$ cat src/common/ssob_defines.vh
// Object indices, sub-indices, field positions and reset values of the servo object bank
`ifndef SSOB_DEFINES_VH
`define SSOB_DEFINES_VH

`define SSOB_IDX_P1_FALL 16'h60D6
`define SSOB_IDX_P2_EDGE 16'h60D7
`define SSOB_IDX_FWD_TQ 16'h60E0
`define SSOB_IDX_REV_TQ 16'h60E1
`define SSOB_IDX_TRK_ERR 16'h60F4
`define SSOB_IDX_VEL_DEM 16'h60FA
`define SSOB_IDX_POS_DEM 16'h60FC
`define SSOB_IDX_IN_STAT 16'h60FD
`define SSOB_IDX_OUT_DRV 16'h60FE

`define SSOB_SUB_ZERO 8'h00
`define SSOB_SUB_ONE 8'h01

`define SSOB_TQ_RESET 16'h0BB8
`define SSOB_CNT_RESET 16'h0000
`define SSOB_WORD_RESET 32'h00000000
`define SSOB_FLAG_RESET 1'b0

`define SSOB_BIT_INDEX 31
`define SSOB_BIT_PROBE2 27
`define SSOB_BIT_PROBE1 26
`define SSOB_BIT_BRAKE 25
`define SSOB_BIT_INPOS 24
`define SSOB_BIT_ESTOP 23
`define SSOB_RSV_HI_MSB 30
`define SSOB_RSV_HI_LSB 28
`define SSOB_RSV_MID_MSB 22
`define SSOB_RSV_MID_LSB 18
`define SSOB_GEN_MSB 17
`define SSOB_GEN_LSB 4
`define SSOB_BIT_RSV3 3
`define SSOB_BIT_HOME 2
`define SSOB_BIT_FWD_OT 1
`define SSOB_BIT_REV_OT 0

`endif

$ cat src/hdl/ssob_edge_counter.v
// Wrapping edge-latch event counter
`timescale 1ns/1ns
`include "ssob_defines.vh"

module ssob_edge_counter #(
	parameter WIDTH = 16
) (
	// Clock and reset
	input wire clk,
	input wire rst_n,
	// Event and count
	input wire latch_evt,
	output reg [WIDTH-1:0] count
);

always @(posedge clk)
begin
	if (!rst_n)
		count <= `SSOB_CNT_RESET;
	else if (latch_evt)
		count <= count + {{(WIDTH-1){1'b0}}, 1'b1};
end

endmodule

$ cat src/hdl/ssob_object_bank.v
// Servo status object bank: probe counters, torque ceilings, monitors, I/O words
// Contract
// - Probe one falling-edge latch count, 16-bit read-only, resets to zero.
// - Probe two rising-edge latch count, 16-bit read-only, resets to zero, transmitted.
// - Probe two falling-edge latch count, read-only, resets to zero.
// - Writable forward torque ceiling, default 3000 tenths percent, clamps positive torque.
// - Writable reverse torque ceiling, default 3000, clamps negative torque.
// - Following error reported read-only, signed 32-bit, valid in position modes.
// - Position-loop velocity demand reported read-only, signed 32-bit, default zero.
// - Internal position demand reported read-only, signed 32-bit, default zero.
// - Status word upper bits: index, probes, brake, in-position, emergency stop.
// - Status word lower bits: general inputs at 4..17, home, overtravels.
// - Probe one rising-edge latched flag: zero not latched, one latched.
`timescale 1ns/1ns
`include "ssob_defines.vh"

module ssob_object_bank #(
	parameter CNT_W = 16
) (
	// Clock and reset
	input wire clk,
	input wire rst_n,
	// Object access port
	input wire [15:0] obj_index,
	input wire [7:0] obj_sub,
	input wire obj_rd,
	input wire obj_wr,
	input wire [31:0] obj_wdata,
	output reg [31:0] obj_rdata,
	output reg obj_ack,
	output reg obj_err,
	// Probe latch events
	input wire probe_one_rise_evt,
	input wire probe_one_fall_evt,
	input wire probe_two_rise_evt,
	input wire probe_two_fall_evt,
	input wire probe_flag_clear,
	output reg probe_one_rise_latched,
	// Torque path
	input wire signed [16:0] torque_demand,
	output reg signed [16:0] torque_limited,
	// Servo loop monitors
	input wire position_mode_active,
	input wire signed [31:0] tracking_error_in,
	input wire signed [31:0] velocity_demand_in,
	input wire signed [31:0] position_demand_in,
	// Digital inputs
	input wire encoder_index,
	input wire probe_two_input,
	input wire probe_one_input,
	input wire brake_state,
	input wire in_position_or_speed_match,
	input wire emergency_stop,
	input wire [13:0] general_inputs,
	input wire home_switch,
	input wire forward_overtravel_input,
	input wire reverse_overtravel_input,
	// Physical outputs
	output reg [31:0] output_drive_word
);

////////////////////////////////////////////////////////////////////////////////
// Counters

wire [CNT_W-1:0] probe_one_fall_count;
wire [CNT_W-1:0] probe_two_rise_count;
wire [CNT_W-1:0] probe_two_fall_count;

ssob_edge_counter #(.WIDTH(CNT_W)) u_p1_fall (
	.clk(clk),
	.rst_n(rst_n),
	.latch_evt(probe_one_fall_evt),
	.count(probe_one_fall_count)
);

ssob_edge_counter #(.WIDTH(CNT_W)) u_p2_rise (
	.clk(clk),
	.rst_n(rst_n),
	.latch_evt(probe_two_rise_evt),
	.count(probe_two_rise_count)
);

ssob_edge_counter #(.WIDTH(CNT_W)) u_p2_fall (
	.clk(clk),
	.rst_n(rst_n),
	.latch_evt(probe_two_fall_evt),
	.count(probe_two_fall_count)
);

////////////////////////////////////////////////////////////////////////////////
// Probe one rising flag, set wins over clear

always @(posedge clk)
begin
	if (!rst_n)
		probe_one_rise_latched <= `SSOB_FLAG_RESET;
	else if (probe_one_rise_evt)
		probe_one_rise_latched <= 1'b1;
	else if (probe_flag_clear)
		probe_one_rise_latched <= 1'b0;
end

////////////////////////////////////////////////////////////////////////////////
// Monitors and status word

reg [31:0] tracking_error_value;
reg [31:0] loop_velocity_demand;
reg [31:0] internal_position_target;
reg [31:0] input_status_word;
reg [31:0] next_status;

always @*
begin
	next_status = `SSOB_WORD_RESET;
	next_status[`SSOB_BIT_INDEX] = encoder_index;
	next_status[`SSOB_BIT_PROBE2] = probe_two_input;
	next_status[`SSOB_BIT_PROBE1] = probe_one_input;
	next_status[`SSOB_BIT_BRAKE] = brake_state;
	next_status[`SSOB_BIT_INPOS] = in_position_or_speed_match;
	next_status[`SSOB_BIT_ESTOP] = emergency_stop;
	next_status[`SSOB_GEN_MSB:`SSOB_GEN_LSB] = general_inputs;
	next_status[`SSOB_BIT_HOME] = home_switch;
	next_status[`SSOB_BIT_FWD_OT] = forward_overtravel_input;
	next_status[`SSOB_BIT_REV_OT] = reverse_overtravel_input;
end

always @(posedge clk)
begin
	if (!rst_n)
	begin
		tracking_error_value <= `SSOB_WORD_RESET;
		loop_velocity_demand <= `SSOB_WORD_RESET;
		internal_position_target <= `SSOB_WORD_RESET;
		input_status_word <= `SSOB_WORD_RESET;
	end
	else
	begin
		// Outside position-type modes the error has no meaning
		tracking_error_value <= position_mode_active ? tracking_error_in
			: `SSOB_WORD_RESET;
		loop_velocity_demand <= velocity_demand_in;
		internal_position_target <= position_demand_in;
		input_status_word <= next_status;
	end
end

////////////////////////////////////////////////////////////////////////////////
// Torque ceilings and clamp

reg [15:0] forward_torque_ceiling;
reg [15:0] reverse_torque_ceiling;
wire signed [16:0] fwd_lim = $signed({1'b0, forward_torque_ceiling});
wire signed [16:0] rev_lim = -$signed({1'b0, reverse_torque_ceiling});

always @(posedge clk)
begin
	if (!rst_n)
		torque_limited <= 17'sh00000;
	else if (torque_demand > fwd_lim)
		torque_limited <= fwd_lim;
	else if (torque_demand < rev_lim)
		torque_limited <= rev_lim;
	else
		torque_limited <= torque_demand;
end

////////////////////////////////////////////////////////////////////////////////
// Object access

function hit;
	input [15:0] idx;
	input [7:0] sub;
	input [15:0] want_idx;
	input [7:0] want_sub;
	begin
		hit = (idx == want_idx) && (sub == want_sub);
	end
endfunction

reg [31:0] next_rdata;
reg next_ok;
reg next_rw;

always @*
begin
	next_rdata = `SSOB_WORD_RESET;
	next_ok = 1'b1;
	next_rw = 1'b0;
	if (hit(obj_index, obj_sub, `SSOB_IDX_P1_FALL, `SSOB_SUB_ZERO))
		next_rdata = {16'h0000, probe_one_fall_count};
	else if (hit(obj_index, obj_sub, `SSOB_IDX_P2_EDGE, `SSOB_SUB_ZERO))
		next_rdata = {16'h0000, probe_two_rise_count};
	else if (hit(obj_index, obj_sub, `SSOB_IDX_P2_EDGE, `SSOB_SUB_ONE))
		next_rdata = {16'h0000, probe_two_fall_count};
	else if (hit(obj_index, obj_sub, `SSOB_IDX_FWD_TQ, `SSOB_SUB_ZERO))
	begin
		next_rdata = {16'h0000, forward_torque_ceiling};
		next_rw = 1'b1;
	end
	else if (hit(obj_index, obj_sub, `SSOB_IDX_REV_TQ, `SSOB_SUB_ZERO))
	begin
		next_rdata = {16'h0000, reverse_torque_ceiling};
		next_rw = 1'b1;
	end
	else if (hit(obj_index, obj_sub, `SSOB_IDX_TRK_ERR, `SSOB_SUB_ZERO))
		next_rdata = tracking_error_value;
	else if (hit(obj_index, obj_sub, `SSOB_IDX_VEL_DEM, `SSOB_SUB_ZERO))
		next_rdata = loop_velocity_demand;
	else if (hit(obj_index, obj_sub, `SSOB_IDX_POS_DEM, `SSOB_SUB_ZERO))
		next_rdata = internal_position_target;
	else if (hit(obj_index, obj_sub, `SSOB_IDX_IN_STAT, `SSOB_SUB_ZERO))
		next_rdata = input_status_word;
	else if (hit(obj_index, obj_sub, `SSOB_IDX_OUT_DRV, `SSOB_SUB_ONE))
	begin
		next_rdata = output_drive_word;
		next_rw = 1'b1;
	end
	else
		next_ok = 1'b0;
end

wire do_wr = obj_wr && next_ok && next_rw;

always @(posedge clk)
begin
	if (!rst_n)
	begin
		forward_torque_ceiling <= `SSOB_TQ_RESET;
		reverse_torque_ceiling <= `SSOB_TQ_RESET;
		output_drive_word <= `SSOB_WORD_RESET;
		obj_rdata <= `SSOB_WORD_RESET;
		obj_ack <= 1'b0;
		obj_err <= 1'b0;
	end
	else
	begin
		obj_ack <= obj_rd | obj_wr;
		// Unmapped index or sub-index, or write to a read-only object
		obj_err <= (obj_rd | obj_wr) & (~next_ok | (obj_wr & ~next_rw));
		if (obj_rd && next_ok)
			obj_rdata <= next_rdata;
		else if (obj_rd | obj_wr)
			obj_rdata <= `SSOB_WORD_RESET;
		if (do_wr && obj_index == `SSOB_IDX_FWD_TQ)
			forward_torque_ceiling <= obj_wdata[15:0];
		if (do_wr && obj_index == `SSOB_IDX_REV_TQ)
			reverse_torque_ceiling <= obj_wdata[15:0];
		if (do_wr && obj_index == `SSOB_IDX_OUT_DRV)
			output_drive_word <= obj_wdata;
	end
end

endmodule

$ cat config.mk
export PLATFORM = sky130hd
export DESIGN_NAME = ssob_object_bank
export DESIGN_NICKNAME = d
export VERILOG_FILES = /design/src/hdl/ssob_edge_counter.v /design/src/hdl/ssob_object_bank.v
export VERILOG_INCLUDE_DIRS = /design/src /design/src/common
export SDC_FILE = /design/constraint.sdc
export NUM_CORES = 1
export LEC_CHECK = 0
export ABC_AREA = 1
export BUFFER_PORTS_ARGS = -buffer_cell sky130_fd_sc_hd__buf_4
export CAP_MARGIN = 40
export CORE_AREA = 2 2 155 157
export DETAILED_ROUTE_END_ITERATION = 8
export DIE_AREA = 0 0 157 159
export PLACE_DENSITY = 0.88
export SLEW_MARGIN = 20
export SYNTH_ARGS = -nofsm -noshare
export SYNTH_HDL_FRONTEND = slang
export SYNTH_SLANG_ARGS = --single-unit
$ cat constraint.sdc
create_clock -name clk -period 4.8 [get_ports clk]
set_input_delay 0.96 -clock clk [delete_from_list [all_inputs] [get_ports clk]]
set_output_delay 0.96 -clock clk [all_outputs]
set_load 0.05 [all_outputs]
==> impl_results.md <==
- Status: complete, no violations
- Static Leakage: 0.00850 µW
- Placed Area: 15800 µm²
- Vias: 13900
- Synth Net Count: 2247
- Row count: 56
- WS Path Type: flip-flop to flip-flop
- Antenna-violating nets left: 0
- Slew @ Worst Pin: 0.936 ns
- Max cap viols: 0
- Share of layout cells above drive strength 1: 16.7%
- Final hold violations: 0
- Total CTS buffers: 29
- Fin nets: 2491
- Required @ worst endpoint: 5.25 ns
- Initial antenna violation count: 1
- Core Area: 23200 µm²
- Clk_skew: 0.0118 ns
- Max_slew headroom: 37.6%
- Max clock buf depth: 3
- Share of the yosys chip area belonging to registers: 42.0%
- Total grt overflow: 0
- Worst VDD drop: 255 µV
- Fmax: 0.253 GHz
- Slew Viols, Final: 0
- Diodes inserted: 0
- Yosys reg bits: 283
- Clock latency on the worst-skew pair: 0.56 ns
- GRT Resource Usage Total: 33.8%
- Clock sinks: 283
- Port-buffer cells: 285
- Worst setup SP type: flip-flop
- Critical path's most frequent cell: nand2_1
- First-pass GRT wire length: 67900 µm
- # setup viols final: 0
- Layout area overhead: 24.7%
- Die extent in y: 159 µm
- Placed Instances: 2540
- Vias/cell: 5.36
- Syn. warnings: 0
- Hold Crit Class: flip-flop to flip-flop
- Pwr dens: 309 nW/µm²
- Drt pass-1 iters: 7
- Post-CTS Setup Bufs: 0
- Setup TNS: 0 ns
- Final period util: 82.2%
- Non-Filler Instances: 2594
- Ys async rst share: 0%
- Critical path capture point type: flip-flop
- CTS Root Buffer Type: clkbuf_16
- RSZ-0062 raised after global routing: false
- Max incr delay on CP: 0.35 ns
- PostCTS Resize Cnt: 0
- CP max stage cell: dfxtp_1
- Largest net degree at the start of global routing: 200
- Vias in the first global route: 13400
- Dominant synthesized flop cell: dfxtp_1
- Fin crit period: 3.95 ns
- CTS tree: built
- WP data arrival: 4.40 ns
- Final Cell Area: 16800 µm²
- H-tree level count: 1
- HPWL Detailed: 32300 µm
- Mapped Cells: 2009
- Post-cts hold buffer count: 0
- Fillers: 1908
- Gp weighted congestion: 0.896
- Pwr Total: 5210 µW
- Area of the mapped netlist: 13500 µm²
- Critical Path, Cell by Cell: nor3_1 -> nand3_1 -> nor2_1 -> nand4_1 -> nor2_1 -> nand4_1 -> nand2_1 -> inv_1 -> ha_1 -> nand2_1 -> inv_1 -> nand3_1 -> nor3_1 -> o2111ai_1 -> nand3_1 -> nand2_1 -> nand2_1 -> buf_4 -> inv_1 -> o21ai_0 -> nor2_1
- Most frequent cells in the layout: nand2_1 (426), inv_1 (340), buf_4 (296)
- Post-synth cell types: 44
- Die Footprint: 25000 µm²
- Starting density of the core: 58.2%
- Worst-path clk slew: 0.07 ns
- DRC Markers: 0
- Die width: 157 µm
- WL per Instance: 16.4 µm
- I/O pins: 286
- Commonest non-fill, non-tap cell in the layout: nand2_1
- Total wire length: 42600 µm
- 1st-iter DRT viols: 1249
- CP Max Fanout: 17
- Post-synth EDFFs: 0
- Mean Syn Cell Area: 6.72 µm²
synthesized netlist by cell type, types with 2 or more instances:
master	count	area share, %
nand2_1	426	12
inv_1	340	9.5
dfxtp_1	283	42
nor2_1	264	7.3
a21oi_1	160	5.9
nand3_1	124	4.6
o21ai_0	123	4.6
clkbuf_1	66	1.8
ha_1	36	3.3
nor3_1	33	1.2
nand4_1	31	1.4
buf_2	16	0.59
o21ai_1	14	0.52
o2111ai_1	9	0.58
xor2_1	9	0.58
nor2_2	8	0.37
nor4_1	7	0.32
o211ai_1	6	0.33
a31oi_1	5	0.23
inv_2	5	0.14
nand3_2	5	0.37
nand3b_1	5	0.28
o21a_1	4	0.22
o22ai_1	4	0.19
nand2_2	3	0.14
buf_4	2	0.11
clkinv_1	2	0.056
nor2_4	2	0.17
or2_2	2	0.093
layout make-up:
class / count / area, µm² / area share (%)
multi-input cells: 1292 / 6170 / 36.7
flip-flops and latches: 283 / 5670 / 33.7
repair buffers: 299 / 2280 / 13.6
inverters: 348 / 1310 / 7.77
clock buffers: 37 / 806 / 4.79
well taps: 319 / 399 / 2.37
clock inverters: 16 / 188 / 1.12
sequential cells by signal (all words and copies together), names as in the netlist, 17 cells and up:
signal,count
input_status_word,23
internal_position_target,32
loop_velocity_demand,32
obj_rdata,32
output_drive_word,32
torque_limited,17
tracking_error_value,32
per-stage QoR:
step / hold WS (ns) / setup WS, ns / utilization [%]
2_1_floorplan: 0.445 / 1.66 / -
3_3_place_gp: 0.456 / 0.817 / 68.0
3_5_place_dp: 0.459 / 0.724 / 68.2
4_1_cts: 0.469 / 0.927 / 72.5
5_1_grt: 0.495 / 0.392 / 72.5
6_report: 0.468 / 0.854 / 72.5
worst max-delay path: cells and delay by family, from the launching register on:
kind            cells  cell delay, ns
simple gates       14            2.46
buf+inv             4            0.43
fa+ha+maj           1            0.26
compound gates      2            0.34
flops               1            0.35
where the power goes:
group          switching [µW]  internal, µW
logic                     239           186
clock network             981          1360
registers                25.1          2420
total                    1240          3960
cell families (layout without fill, tap and decap cells):
family	count (synthesis)	count (layout)	share of synthesized area, %
AO/OA/AOI/OAI	331	331	12.9
XOR/XNOR	10	10	0.649
adder cells (fa/ha/maj)	36	36	3.34
buffers and inverters	434	700	12.3
flip-flops	283	283	42.0
AND/OR/NAND/NOR	915	915	28.8
routing by layer:
| layer | GRT usage, % | routed length [µm] | vias to the layer above |
|---|---|---|---|
| met3 | 6.86 | 3360 | 149 |
| met2 | 56.8 | 20300 | 614 |
| met5 | 0 | 0 | - |
| met1 | 41.4 | 16700 | 6325 |
| li1 | - | - | 6805 |
| met4 | 15.9 | 2170 | 0 |
path summary, 6_finish.rpt:
path              slack [ns]                       endpoint                                    from  depth (start not counted)
setup / recovery        0.85  torque_limited[16]$_SDFF_PP0_  reverse_torque_ceiling[0]$_SDFFE_PN0P_                         21
hold / removal          0.47     obj_rdata[16]$_SDFFE_PN0P_              obj_rdata[16]$_SDFFE_PN0P_                          2
setup reg to reg        0.85  torque_limited[16]$_SDFF_PP0_  reverse_torque_ceiling[0]$_SDFFE_PN0P_                         21
hold reg to reg         0.47     obj_rdata[16]$_SDFFE_PN0P_              obj_rdata[16]$_SDFFE_PN0P_                          2
No activity file was read; power rests on OpenSTA's default activity.
